--- src/rtl/irq_ctrl_defs.vh ---
`ifndef IRQ_CTRL_DEFS_VH
`define IRQ_CTRL_DEFS_VH
// Register byte addresses on the Avalon-MM slave (word aligned).
`define ADDR_EDGE_SEL     5'h00
`define ADDR_CTRL0        5'h04
`define ADDR_CTRL1        5'h08
`define ADDR_CTRL2        5'h0c
`define ADDR_GRP0         5'h10
`define ADDR_GRP1         5'h14
`define ADDR_STATUS       5'h18
// Field positions.
`define C0_GLOBAL_EN      0
`define C0_EXT_EN         1
`define C0_TB0_EN         2
`define C0_TB1_EN         3
`define C0_EXT_F          4
`define C0_TB0_F          5
`define C0_TB1_F          6
`define C1_G0_EN          0
`define C1_G1_EN          1
`define C1_OV_EN          2
`define C1_UV_EN          3
`define C1_G0_F           4
`define C1_G1_F           5
`define C1_OV_F           6
`define C1_UV_F           7
`define C2_SINE_EN        0
`define C2_SINE_F         4
`define G_PER_EN          0
`define G_CMPA_EN         1
`define G_PER_F           4
`define G_CMPA_F          5
// Edge select encodings.
`define EDGE_NONE         2'h0
`define EDGE_RISE         2'h1
`define EDGE_FALL         2'h2
`define EDGE_BOTH         2'h3
// Source indices in priority order, 0 is most urgent.
`define SRC_EXT           3'h0
`define SRC_TB0           3'h1
`define SRC_TB1           3'h2
`define SRC_OV            3'h3
`define SRC_UV            3'h4
`define SRC_SINE          3'h5
`define SRC_GRP0          3'h6
`define SRC_GRP1          3'h7
`define NUM_SRC           8
`define RESET_BYTE        8'h00
`endif

--- src/rtl/irq_ctrl.v ---
// Operation
// - Edge select 00 off, 01 rising, 10 falling, 11 both edges set external flag.
// - A source's trigger sets its flag whatever its enable bit.
// - A set flag causes a vector jump only when its enable is one.
// - Global enable at zero suppresses every interrupt.
// - On entry the next address is pushed and vector loaded into program counter.
// - Handlers end with return, which pops the saved program counter.
// - Entering service clears the global enable, preventing nesting.
// - Requests during disabled periods still set and hold their flags.
// - No request is acknowledged while the stack is full.
// - A newly set flag wakes the device from sleep or idle.
// - Six sources have own vectors; timer sources share one vector per group.
// - Control register 0 bit layout: global, ext, tb0, tb1 enables, then flags.
// - Control register 1 bit layout: group, over, under enables then flags.
// - Control register 2 holds sine enable bit 0, flag bit 4, rest zero.
// - Group 0 register: period enable 0, compare enable 1, flags 4 and 5.
// - Group 1 register: same layout for the compact timer.
// - Servicing an own-vector source clears its flag and the global enable.
// - Group flag sets on any enabled member event, clears on service or a software write.
// - Sine flag sets on every sine generator edge event.
//
// The address map and the Avalon-MM interface to the registers were left to the implementer.
`timescale 1ns/1ns
`include "irq_ctrl_defs.vh"
module irq_ctrl #(
   parameter        PC_W    = 12,
   parameter [11:0] VEC_EXT  = 12'h004,
   parameter [11:0] VEC_TB0  = 12'h008,
   parameter [11:0] VEC_TB1  = 12'h00c,
   parameter [11:0] VEC_OV   = 12'h010,
   parameter [11:0] VEC_UV   = 12'h014,
   parameter [11:0] VEC_SINE = 12'h018,
   parameter [11:0] VEC_GRP0 = 12'h01c,
   parameter [11:0] VEC_GRP1 = 12'h020
) (
   input  wire             CORE_CLK,
   input  wire             RSTN,
   input  wire [4:0]       AVS_ADDRESS,
   input  wire             AVS_READ,
   input  wire             AVS_WRITE,
   input  wire [31:0]      AVS_WRITEDATA,
   input  wire [3:0]       AVS_BYTEENABLE,
   output reg  [31:0]      AVS_READDATA,
   output wire             AVS_WAITREQUEST,
   input  wire             EXT_PIN,
   input  wire             TIMEBASE0_TICK,
   input  wire             TIMEBASE1_TICK,
   input  wire             OVERVOLTAGE_EVENT,
   input  wire             UNDERVOLTAGE_EVENT,
   input  wire             SINE_EDGE_EVENT,
   input  wire             STD_PERIOD_MATCH,
   input  wire             STD_COMPARE_A_MATCH,
   input  wire             COMPACT_PERIOD_MATCH,
   input  wire             COMPACT_COMPARE_A_MATCH,
   input  wire             STACK_FULL,
   input  wire             TAKE_READY,
   input  wire [PC_W-1:0]  NEXT_PC,
   output reg              IRQ_TAKE,
   output reg  [PC_W-1:0]  IRQ_VECTOR,
   output reg  [PC_W-1:0]  PUSH_PC,
   output reg              WAKEUP
);
   reg  [1:0]  edge_sel_reg;
   reg  [6:0]  ctrl0_reg;
   reg  [7:0]  ctrl1_reg;
   reg         sine_en_reg;
   reg         sine_f_reg;
   reg  [1:0]  grp0_en_reg;
   reg  [1:0]  grp0_f_reg;
   reg  [1:0]  grp1_en_reg;
   reg  [1:0]  grp1_f_reg;
   reg         pin_meta_reg;
   reg         pin_sync_reg;
   reg         pin_prev_reg;
   reg         ack_pend_reg;
   reg  [6:0]  ctrl0_next;
   reg  [7:0]  ctrl1_next;
   reg         sine_f_next;
   reg  [1:0]  grp0_f_next;
   reg  [1:0]  grp1_f_next;
   reg  [2:0]  sel_src;
   reg         sel_valid;
   reg  [11:0] sel_vec;
   reg  [31:0] rd_data;
   wire [7:0]  req;
   wire        rise;
   wire        fall;
   wire        ext_hit;
   wire        grp0_hit;
   wire        grp1_hit;
   wire        take;
   wire        wr_lo;
   wire        flag_new;
   integer     i;

   // Overview of the request path.
   // Each source raises its own flag from a one-cycle event pulse.
   // The external pin is the only source from outside the clock domain.
   // It passes two flip-flops before the edge detector reads it.
   // A third flip-flop holds the previous synchronised level for edge detection.
   // The previous level resets low, matching the idle level of the pin.
   // A pin that idles high would show one false rising edge after reset.
   // Software must therefore select the edge only after the pin has settled.
   // Flags are plain read-write bits, so software may raise or clear them.
   // A flag only asks for service when its own enable bit is also set.
   // The global enable then gates every request at once.
   // Requests are ranked by a fixed order, lowest source index first.
   // The core signals whether it can accept an interrupt in this cycle.
   // The core also reports a full stack, which holds every request back.
   // On acceptance the global enable and the serviced flag are cleared.
   // Group flags clear on service, but their member flags stay set.
   // Software has to clear the member flags by writing zero to them.
   // Otherwise a later event of a disabled member would not raise a fresh wake-up.
   // The take pulse, vector and return address leave on the same edge.
   // They are registered so the core sees clean, glitch-free values.
   // This costs one cycle of latency between request and take.
   // Register reads are also registered, which adds one wait state.
   // Every bus access therefore takes exactly two cycles.
   // The upper byte lanes are ignored on write and read back as zero.

   // Every access completes in two cycles; the wait lets read data come from a flop.
   assign AVS_WAITREQUEST = (AVS_READ | AVS_WRITE) & ~ack_pend_reg;
   assign wr_lo = AVS_WRITE & ~AVS_WAITREQUEST & AVS_BYTEENABLE[0];

   assign rise = pin_sync_reg & ~pin_prev_reg;
   assign fall = ~pin_sync_reg & pin_prev_reg;
   assign ext_hit = (edge_sel_reg == `EDGE_RISE & rise) | (edge_sel_reg == `EDGE_FALL & fall) |
                    (edge_sel_reg == `EDGE_BOTH & (rise | fall));
   // Group flags are set by the enabled member events, not by the member flags.
   assign grp0_hit = (STD_PERIOD_MATCH & grp0_en_reg[`G_PER_EN]) |
                     (STD_COMPARE_A_MATCH & grp0_en_reg[`G_CMPA_EN]);
   assign grp1_hit = (COMPACT_PERIOD_MATCH & grp1_en_reg[`G_PER_EN]) |
                     (COMPACT_COMPARE_A_MATCH & grp1_en_reg[`G_CMPA_EN]);

   assign req[`SRC_EXT]  = ctrl0_reg[`C0_EXT_F] & ctrl0_reg[`C0_EXT_EN];
   assign req[`SRC_TB0]  = ctrl0_reg[`C0_TB0_F] & ctrl0_reg[`C0_TB0_EN];
   assign req[`SRC_TB1]  = ctrl0_reg[`C0_TB1_F] & ctrl0_reg[`C0_TB1_EN];
   assign req[`SRC_OV]   = ctrl1_reg[`C1_OV_F] & ctrl1_reg[`C1_OV_EN];
   assign req[`SRC_UV]   = ctrl1_reg[`C1_UV_F] & ctrl1_reg[`C1_UV_EN];
   assign req[`SRC_SINE] = sine_f_reg & sine_en_reg;
   assign req[`SRC_GRP0] = ctrl1_reg[`C1_G0_F] & ctrl1_reg[`C1_G0_EN];
   assign req[`SRC_GRP1] = ctrl1_reg[`C1_G1_F] & ctrl1_reg[`C1_G1_EN];

   // Lowest index wins, giving a fixed order among simultaneous requests.
   always @* begin
      // With nothing pending the status register reads back as all zero.
      sel_src = `SRC_EXT;
      sel_valid = 1'b0;
      for (i = `NUM_SRC - 1; i >= 0; i = i - 1) begin
         if (req[i]) begin
            sel_src = i[2:0];
            sel_valid = 1'b1;
         end
      end
   end

   always @* begin
      case (sel_src)
         `SRC_EXT:  sel_vec = VEC_EXT;
         `SRC_TB0:  sel_vec = VEC_TB0;
         `SRC_TB1:  sel_vec = VEC_TB1;
         `SRC_OV:   sel_vec = VEC_OV;
         `SRC_UV:   sel_vec = VEC_UV;
         `SRC_SINE: sel_vec = VEC_SINE;
         `SRC_GRP0: sel_vec = VEC_GRP0;
         default:   sel_vec = VEC_GRP1;
      endcase
   end

   // Acceptance waits for the core to be ready and for room on the stack.
   assign take = sel_valid & ctrl0_reg[`C0_GLOBAL_EN] & ~STACK_FULL & TAKE_READY;

   // Flag update order: software write, then service clear, then hardware set wins last.
   // The order matters when several causes meet in one cycle.
   // A write that clears a flag must not hide an event of the same cycle.
   // Otherwise that request would be lost without trace.
   // A service clear is likewise overridden by a new event of the same source.
   // The source is then serviced a second time, which is the safer outcome.
   // A write to the first control register also rewrites the global enable.
   // Software uses this to allow nesting from inside a handler.
   // The service clear of the global enable still wins over such a write.
   // This keeps the clear on entry reliable, whatever software does.
   // Group member flags never clear on service, only by software writes.
   always @* begin
      ctrl0_next = ctrl0_reg;
      ctrl1_next = ctrl1_reg;
      sine_f_next = sine_f_reg;
      grp0_f_next = grp0_f_reg;
      grp1_f_next = grp1_f_reg;
      if (wr_lo) begin
         case (AVS_ADDRESS)
            `ADDR_CTRL0: ctrl0_next = AVS_WRITEDATA[6:0];
            `ADDR_CTRL1: ctrl1_next = AVS_WRITEDATA[7:0];
            `ADDR_CTRL2: sine_f_next = AVS_WRITEDATA[`C2_SINE_F];
            `ADDR_GRP0:  grp0_f_next = {AVS_WRITEDATA[`G_CMPA_F], AVS_WRITEDATA[`G_PER_F]};
            `ADDR_GRP1:  grp1_f_next = {AVS_WRITEDATA[`G_CMPA_F], AVS_WRITEDATA[`G_PER_F]};
            default: ;
         endcase
      end
      if (take) begin
         ctrl0_next[`C0_GLOBAL_EN] = 1'b0;
         case (sel_src)
            `SRC_EXT:  ctrl0_next[`C0_EXT_F] = 1'b0;
            `SRC_TB0:  ctrl0_next[`C0_TB0_F] = 1'b0;
            `SRC_TB1:  ctrl0_next[`C0_TB1_F] = 1'b0;
            `SRC_OV:   ctrl1_next[`C1_OV_F] = 1'b0;
            `SRC_UV:   ctrl1_next[`C1_UV_F] = 1'b0;
            `SRC_SINE: sine_f_next = 1'b0;
            `SRC_GRP0: ctrl1_next[`C1_G0_F] = 1'b0;
            default:   ctrl1_next[`C1_G1_F] = 1'b0;
         endcase
      end
      // Hardware events set flags regardless of the source enables; group flags only from enabled members.
      if (ext_hit)             ctrl0_next[`C0_EXT_F] = 1'b1;
      if (TIMEBASE0_TICK)      ctrl0_next[`C0_TB0_F] = 1'b1;
      if (TIMEBASE1_TICK)      ctrl0_next[`C0_TB1_F] = 1'b1;
      if (OVERVOLTAGE_EVENT)   ctrl1_next[`C1_OV_F] = 1'b1;
      if (UNDERVOLTAGE_EVENT)  ctrl1_next[`C1_UV_F] = 1'b1;
      if (SINE_EDGE_EVENT)     sine_f_next = 1'b1;
      if (grp0_hit)            ctrl1_next[`C1_G0_F] = 1'b1;
      if (grp1_hit)            ctrl1_next[`C1_G1_F] = 1'b1;
      if (STD_PERIOD_MATCH)        grp0_f_next[0] = 1'b1;
      if (STD_COMPARE_A_MATCH)     grp0_f_next[1] = 1'b1;
      if (COMPACT_PERIOD_MATCH)    grp1_f_next[0] = 1'b1;
      if (COMPACT_COMPARE_A_MATCH) grp1_f_next[1] = 1'b1;
   end

   // A wake-up is any flag going from clear to set; one already set gives none.
   assign flag_new = (|(ctrl0_next[6:4] & ~ctrl0_reg[6:4])) | (|(ctrl1_next[7:4] & ~ctrl1_reg[7:4])) |
                     (sine_f_next & ~sine_f_reg) | (|(grp0_f_next & ~grp0_f_reg)) |
                     (|(grp1_f_next & ~grp1_f_reg));

   // Read multiplexer for the register bus.
   // Unused bits and unmapped addresses read as zero.
   // The status word shows the source that would be taken next.
   // It is meant for debugging and has no side effect on read.
   // Reading a flag never clears it; only writes and service do.
   always @* begin
      rd_data = 32'h00000000;
      case (AVS_ADDRESS)
         `ADDR_EDGE_SEL: rd_data[1:0] = edge_sel_reg;
         `ADDR_CTRL0:    rd_data[6:0] = ctrl0_reg;
         `ADDR_CTRL1:    rd_data[7:0] = ctrl1_reg;
         `ADDR_CTRL2: begin
            rd_data[`C2_SINE_EN] = sine_en_reg;
            rd_data[`C2_SINE_F]  = sine_f_reg;
         end
         `ADDR_GRP0: begin
            rd_data[`G_PER_EN]  = grp0_en_reg[0];
            rd_data[`G_CMPA_EN] = grp0_en_reg[1];
            rd_data[`G_PER_F]   = grp0_f_reg[0];
            rd_data[`G_CMPA_F]  = grp0_f_reg[1];
         end
         `ADDR_GRP1: begin
            rd_data[`G_PER_EN]  = grp1_en_reg[0];
            rd_data[`G_CMPA_EN] = grp1_en_reg[1];
            rd_data[`G_PER_F]   = grp1_f_reg[0];
            rd_data[`G_CMPA_F]  = grp1_f_reg[1];
         end
         `ADDR_STATUS: rd_data[3:0] = {sel_valid, sel_src};
         default: ;
      endcase
   end

   // All state sits in one clocked process with an asynchronous reset.
   // Reset clears every register, so no source is enabled after reset.
   // The edge select resets to none, so the pin raises nothing at first.
   // The wait-state flop toggles for each request cycle.
   // It drops waitrequest in the second cycle of every access.
   // A write lands on the same edge that the master sees waitrequest low.
   // Read data is captured in the first cycle and stands until the next read.
   // The enable bits of control register 2 and the group registers are written directly.
   // Their flags go through the next-state logic above instead.
   // The take outputs are refreshed every cycle, even without a take.
   // The core must only use the vector and return address with the pulse.
   // The wake-up pulse lasts one cycle per newly set flag.
   // A flag that is already set gives no further wake-up.
   always @(posedge CORE_CLK or negedge RSTN) begin
      if (!RSTN) begin
         edge_sel_reg <= `EDGE_NONE;
         ctrl0_reg    <= 7'h00;
         ctrl1_reg    <= `RESET_BYTE;
         sine_en_reg  <= 1'b0;
         sine_f_reg   <= 1'b0;
         grp0_en_reg  <= 2'h0;
         grp0_f_reg   <= 2'h0;
         grp1_en_reg  <= 2'h0;
         grp1_f_reg   <= 2'h0;
         pin_meta_reg <= 1'b0;
         pin_sync_reg <= 1'b0;
         pin_prev_reg <= 1'b0;
         ack_pend_reg <= 1'b0;
         AVS_READDATA <= 32'h00000000;
         IRQ_TAKE     <= 1'b0;
         IRQ_VECTOR   <= {PC_W{1'b0}};
         PUSH_PC      <= {PC_W{1'b0}};
         WAKEUP       <= 1'b0;
      end else begin
         pin_meta_reg <= EXT_PIN;
         pin_sync_reg <= pin_meta_reg;
         pin_prev_reg <= pin_sync_reg;
         ack_pend_reg <= (AVS_READ | AVS_WRITE) & ~ack_pend_reg;
         if (AVS_READ & ~ack_pend_reg) begin
            AVS_READDATA <= rd_data;
         end
         ctrl0_reg  <= ctrl0_next;
         ctrl1_reg  <= ctrl1_next;
         sine_f_reg <= sine_f_next;
         grp0_f_reg <= grp0_f_next;
         grp1_f_reg <= grp1_f_next;
         if (wr_lo) begin
            case (AVS_ADDRESS)
               `ADDR_EDGE_SEL: edge_sel_reg <= AVS_WRITEDATA[1:0];
               `ADDR_CTRL2:    sine_en_reg <= AVS_WRITEDATA[`C2_SINE_EN];
               `ADDR_GRP0:     grp0_en_reg <= {AVS_WRITEDATA[`G_CMPA_EN], AVS_WRITEDATA[`G_PER_EN]};
               `ADDR_GRP1:     grp1_en_reg <= {AVS_WRITEDATA[`G_CMPA_EN], AVS_WRITEDATA[`G_PER_EN]};
               default: ;
            endcase
         end
         // The core pushes PUSH_PC and jumps to IRQ_VECTOR on the IRQ_TAKE pulse.
         IRQ_TAKE   <= take;
         IRQ_VECTOR <= sel_vec[PC_W-1:0];
         PUSH_PC    <= NEXT_PC;
         WAKEUP     <= flag_new;
      end
   end
endmodule // irq_ctrl

--- config.mk ---
export PLATFORM = sky130hd
export DESIGN_NAME = irq_ctrl
export DESIGN_NICKNAME = d
export VERILOG_FILES = /design/src/rtl/irq_ctrl.v
export VERILOG_INCLUDE_DIRS = /design/src /design/src/rtl
export SDC_FILE = /design/constraint.sdc
export NUM_CORES = 1
export LEC_CHECK = 0
export BUFFER_PORTS_ARGS = -buffer_cell sky130_fd_sc_hd__buf_2
export CORE_UTILIZATION = 44
export DETAILED_ROUTE_END_ITERATION = 10
export GPL_TIMING_DRIVEN = 0
export HOLD_SLACK_MARGIN = 0.1
export PLACE_DENSITY = 0.76
export SETUP_SLACK_MARGIN = 0.05
export SLEW_MARGIN = 20
export SYNTH_ARGS = -nofsm -noshare
export SYNTH_HDL_FRONTEND = slang
export SYNTH_SLANG_ARGS = --single-unit
--- constraint.sdc ---
create_clock -name CORE_CLK -period 2.01 [get_ports CORE_CLK]
set_input_delay 0.402 -clock CORE_CLK [delete_from_list [all_inputs] [get_ports CORE_CLK]]
set_output_delay 0.402 -clock CORE_CLK [all_outputs]
set_load 0.03 [all_outputs]
# Yosys cells after proc, flatten, opt, wreduce, memory -nomap -nowiden

Cells that the tools add are included.

Equal/unequal tests: 15
Muxes and demuxes: 58
Bitwise gates (word level): 49
Reductions and logical operators: 16

Operators by type and width:

| kind                                                             | number |
|---|---|
| 6-bit one-hot mux with 7 select lines                            | 1 |
| 1-bit 2-to-1 mux                                                 | 33 |
| 3-bit 2-to-1 mux                                                 | 9 |
| 1-bit bitwise AND                                                | 25 |
| 8-bit 2-to-1 mux                                                 | 2 |
| 5-bit == test (second input constant)                            | 3 |
| 7-bit 2-to-1 mux                                                 | 2 |
| 2-bit AND reduction                                              | 7 |
| 5-bit by 4-bit == test with 1-bit output (second input constant) | 2 |
| 1-bit bitwise OR                                                 | 10 |
| 3-bit == test (second input constant)                            | 3 |
| 2-bit 2-to-1 mux                                                 | 4 |
| 1-bit one-hot mux with 7 select lines                            | 1 |
| 7-bit OR reduction                                               | 1 |
| 3-bit by 2-bit == test with 1-bit output (second input constant) | 2 |
| 1-bit inverter                                                   | 6 |
| 1-bit one-hot mux with 6 select lines                            | 1 |
| 2-bit one-hot mux with 3 select lines                            | 1 |
| 5-bit by 3-bit == test with 1-bit output (second input constant) | 1 |
| 5-bit zero test                                                  | 1 |
| 1-bit one-hot mux with 5 select lines                            | 1 |
| 2-bit bitwise AND                                                | 2 |
| 4-bit bitwise AND                                                | 1 |
| 2-bit == test (second input constant)                            | 2 |
| other kinds (14)                                                 | 17 |

Flip-flop bits (word level): 65
Input bits: 69
Logic and storage cells: 159

# Longest topological paths before layout

Depth in word-level cells: 20
Depth in mapped cells: 11
Depth with buffers taken out: 11

# Least setup slack after synthesis

No wires, ideal clock.

Path type: register -> register
Start: register ctrl1_reg[4]
End: register WAKEUP
Arrival time: 1907 ps
Data required time: 1874 ps
Path slack: -32 ps
Stages on the path, launching flop included: 12
Buffers on the path: 0
Period minus slack after synthesis: 2042 ps
Cells stage by stage: dfrtp_1 nand2_1 a32oi_1 o22ai_1 a22oi_1 a21o_1 ha_1 nor3b_1 o21ai_0 o31ai_1 a221oi_1 nand4_1

Longest elaborated chain between the ends: 19
Elaborated cells between the ends (all ways): 57
Those cells by class: eq/ne: 6; mux: 35; bitwise: 12; reduce/logical: 4

RTL lines:

| item                                                              | line                           | text |
|---|---|---|
| from (decl)                                                       | irq_ctrl.v:65                  | `reg [7:0] ctrl1_reg;` |
| from (signal assigned)                                            | irq_ctrl.v:282                 | `` ctrl1_reg <= `RESET_BYTE; `` |
| from (signal assigned)                                            | irq_ctrl.v:307                 | `ctrl1_reg <= ctrl1_next;` |
| 1-bit bitwise AND                                                 | irq_ctrl.v:141                 | `` assign req[`SRC_GRP0] = ctrl1_reg[`C1_G0_F] & ctrl1_reg[`C1_G0_EN]; `` |
| 3-bit 2-to-1 mux or 1-bit 2-to-1 mux (tied branches) (7 in a row) | irq_ctrl.v:150                 | `if (req[i]) begin` |
| 3-bit == test, or another cell as far along                       | irq_ctrl.v:202                 | `case (sel_src)` |
| 7-bit OR reduction (no line) or 1-bit bitwise AND (tied branches) | -                              |  |
| 1-bit 2-to-1 mux or 1-bit bitwise AND (tied branches)             | irq_ctrl.v:202, irq_ctrl.v:171 |  |
| 4-bit 2-to-1 mux or 3-bit 2-to-1 mux (tied branches)              | irq_ctrl.v:200                 | `if (take) begin` |
| 1-bit 2-to-1 mux, or another cell as far along                    | irq_ctrl.v:221                 | `` if (grp1_hit) ctrl1_next[`C1_G1_F] = 1'b1; `` |
| 4-bit bitwise AND or 3-bit bitwise AND (tied branches)            | irq_ctrl.v:229                 | `assign flag_new = (\|(ctrl0_next[6:4] & ~ctrl0_reg[6:4])) \| (\|(ctrl1_next[7:4] & ~ctrl1_reg[7:4])) \|` |
| 4-bit OR reduction or 3-bit OR reduction (tied branches)          | irq_ctrl.v:229                 |  |
| 1-bit bitwise OR                                                  | irq_ctrl.v:229                 |  |
| 1-bit bitwise OR *                                                | irq_ctrl.v:229                 |  |
| 1-bit bitwise OR * (2 in a row)                                   | irq_ctrl.v:230                 | `(sine_f_next & ~sine_f_reg) \| (\|(grp0_f_next & ~grp0_f_reg)) \|` |
| named net flag_new                                                | irq_ctrl.v:93                  | `wire flag_new;` |
| to (signal assigned)                                              | irq_ctrl.v:324                 | `WAKEUP <= flag_new;` |
| to (decl)                                                         | irq_ctrl.v:61                  | `output reg WAKEUP` |

The timed path passes the listed nets; every way through them passes the cells marked *.
A chain may end at the register's enable or synchronous reset.

# Final worst setup path

Same ends and word-level chain as after synthesis.

==> impl_metrics.csv <==
group,metric,value,unit
drt,drt_drc_violations_left,0,
clock_tree,cts-hold-fix-buffers,0,
final_layout,largest_reg_flops,12,
grt,grtUsageTotal,0.220,
setup_path,timing.rr.end,"WAKEUP",
grt,antenna_found_initial,0,
logic_synthesis,async_reset_ff_frac,1.00,
floorplanning,die_y,87.5,µm
pwr,p_per_area,859,nW/µm²
drt,ant_nets,0,
floorplanning,ios,128,
timing,hold_viol,0,
floorplanning,die_w,87.5,µm
clock_tree,cts_tree,"built",
logic_synthesis,ys_ff_latch,57,
status,run_status,"finished with violations",
timing,maxSlewHeadroom,0.437,
placement,dpl.hpwl,5840,µm
placement,place_ws,-314,ps
setup_path,critPathMaxFanout,5,
final_layout,drive_above_1_share,0.415,
final_layout,fillers,590,
final_layout,multi_input_area,1630,µm²
timing,rsz0062_at_grt,"true",
logic_synthesis,syn-cell-area,3220,µm²
grt,grt_pass1_wl,12600,µm
logic_synthesis,synth_warnings,0,
final_layout,ff_latch_area,1430,µm²
clock_tree,cts-root-buf,"clkbuf_8",
pwr,internal_power,2490,µW
min_path,hold_class,"in2async",
drt,drtIter0Drc,261,
setup_path,max_stage_delay,410,ps
floorplanning,core.rowCount,30,
clock_tree,clk_pin_slew,80,ps
pwr,combPwrFrac,0.267,
logic_synthesis,syn_inst,316,
clock_tree,clock-sinks,57,
pwr,clkPwrFrac,0.368,
logic_synthesis,ys_seq_area_frac,0.444,
floorplanning,initial_core_util,0.463,
setup_path,crit_path_end_kind,"flop",
logic_synthesis,yosys_most_used_dff,"dfrtp_1",
timing,worstMarginPinSlew,839,ps
final_layout,area_growth,32.1,%
placement,placed_area,3800,µm²
timing,finalClockSkew,12.8,ps
grt,grt-ovfl-total,0,
timing,clock.fmax,0.450,GHz
drt,drt-total-wl,8200,µm
setup_path,crit_family,"compound AO/OA/AOI/OAI gates",
grt,grt_pass1_vias,2675,
floorplanning,core,6940,µm²
placement,io_buffers,67,
final_layout,fin_util,0.612,
setup_path,crit_slowest_cell,"dfrtp_2",
setup_path,cp.arrival,2420,ps
setup_path,cp_cell_sequence,"nand2_2 -> a32oi_2 -> o22ai_2 -> a22oi_2 -> a21o_1 -> ha_4 -> nor3b_4 -> o21ai_1 -> o31ai_1 -> a221oi_1 -> nand4_1",
grt,grt_max_degree,58,
pwr,p_switching,1160,µW
setup_path,path_depth,11,
floorplanning,dieArea,7650,µm²
pwr,vdd_drop_max,0.373,mV
setup_path,path_buf_inv,0,
status,failed_checks,"negative setup slack",
timing,min_period_over_period,1.11,
timing,slew_viol_final,0,
logic_synthesis,synth_edf_count,0,
clock_tree,cts_htree_levels,3,
setup_path,required,2210,ps
placement,place.gp.congestion,0.884,
clock_tree,numCtsBuffers,9,
setup_path,rr_worst_depth,11,
setup_path,r2r_slack,-210,ps
setup_path,setup.worst_path.start_class,"flop",
setup_path,setup.worst_path.class,"reg2reg",
clock_tree,cts_buffer_depth,2,
pwr,power_leakage,0.00206,µW
timing,fin_crit,2220,ps
final_layout,nets,513,
job,max_cap_viol_count,0,
final_layout,antenna_cells,0,
setup_path,r2r_start,"ctrl1_reg[4]",
drt,vias_per_cell,5.30,
timing,setup_viol,4,
drt,wl_per_cell,15.2,µm
pwr,p_seq_frac,0.366,
drt,num_vias,2858,
pwr,power.total,3650,µW
timing,fin_ws,-215,ps
final_layout,stdcell_area,4250,µm²
pwr,switching_share,0.319,
logic_synthesis,syn_avg_cell_area,10.2,µm²
clock_tree,clock_latency,350,ps
logic_synthesis,ys_types,58,
drt,drtPass1Iterations,5,
[layer usage]
metal | share of wire | wire length (µm) | global-route usage
met1 | 0.40 | 3300 | 0.265
met2 | 0.48 | 3930 | 0.357
met3 | 0.091 | 743 | 0.0673
met4 | 0.027 | 220 | 0.106
met5 | 0 | 0 | 0
[cell usage after synthesis (3+ instances only)]
cell | number | share of area
nand4_1 | 5 | 0.0097
o211ai_1 | 4 | 0.0093
and2_1 | 6 | 0.012
nor2_1 | 12 | 0.014
o22a_1 | 3 | 0.0082
mux2i_1 | 6 | 0.019
a22oi_1 | 11 | 0.026
or2_2 | 4 | 0.0078
nor2b_1 | 8 | 0.016
a211o_1 | 3 | 0.0082
buf_6 | 4 | 0.014
a22o_1 | 4 | 0.011
a21oi_1 | 8 | 0.012
o21ai_0 | 15 | 0.023
clkbuf_1 | 5 | 0.0058
a221oi_1 | 3 | 0.0082
inv_1 | 14 | 0.016
nand2_1 | 31 | 0.036
a21o_1 | 4 | 0.0093
nor3_1 | 4 | 0.0062
mux2_2 | 17 | 0.060
nor3b_1 | 3 | 0.0070
buf_4 | 32 | 0.075
ha_1 | 6 | 0.023
nand2b_1 | 3 | 0.0058
o22ai_1 | 5 | 0.0097
dfrtp_1 | 57 | 0.44
[layout by cell type (no fill, tap or decap), types with 5 or more instances in the layout]
cell type / Yosys / layout
buf_2: 2 / 69
dfrtp_1: 57 / 52
buf_4: 32 / 46
conb_1: 1 / 32
nand2_1: 31 / 30
mux2_2: 17 / 17
inv_1: 14 / 13
o21ai_0: 15 / 12
nor2_1: 12 / 12
clkbuf_8: 0 / 9
nor2b_1: 8 / 8
a22oi_1: 11 / 7
a21oi_1: 8 / 7
and2_1: 6 / 6
mux2i_1: 6 / 6
buf_6: 4 / 5
nand4_1: 5 / 5
dfrtp_2: 0 / 5
[power groups by stage]
stage	combinational [µW]	sequential [µW]	clock, µW
floorplan	425	1460	0
global placement	756	1350	0
detailed placement	769	1360	0
CTS	876	1330	1370
global route	1030	1350	1420
finish	973	1330	1340
[cell families (layout without fill, tap and decap cells)]
logic type	Yosys count	count (layout)	synth area share
AO/OA/AOI/OAI	78	78	0.177
adder cells (fa/ha/maj)	6	6	0.0233
buffers and inverters	59	155	0.117
flip-flops	57	57	0.444
multiplexers	23	23	0.0782
other	1	32	0.00117
AND/OR/NAND/NOR	92	92	0.160
[final cells by class]
type,count,area share
clock buffers,9,0.0292
flip-flops and latches,57,0.337
clock inverters,7,0.0295
well taps,96,0.0283
multi-input cells,231,0.383
plain buffers,44,0.0751
inverters,14,0.0124
repair buffers,81,0.105
[metrics by stage]
| step | hold WS (ps) | setup TNS, ps | cells |
|---|---|---|---|
| floorplan | 106 | 0 | 347 |
| global placement | 335 | -608 | 510 |
| detailed placement | 337 | -803 | 510 |
| CTS | 122 | -153 | 535 |
| global route | 142 | -777 | 539 |
| finish | 94.6 | -331 | 539 |
[worst max path at each step]
| stage | end | startpoint | slack (ps) |
|---|---|---|---|
| floorplan | WAKEUP | ctrl1_reg[4] | 60 |
| global placement | WAKEUP | ctrl1_reg[4] | -310 |
| detailed placement | WAKEUP | ctrl1_reg[4] | -310 |
| CTS | WAKEUP | ctrl1_reg[4] | -120 |
| global route | WAKEUP | ctrl1_reg[1] | -420 |
| finish | WAKEUP | ctrl1_reg[4] | -210 |
[what timing repair did]
item / in CTS / in global routing
setup endpoints to repair: 6 / 10
setup buffers: 9 / 5
resized for setup: 9 / 17
pin swaps: 7 / 4
cloned: 0 / 0
Power figures use the tool's default switching activity.
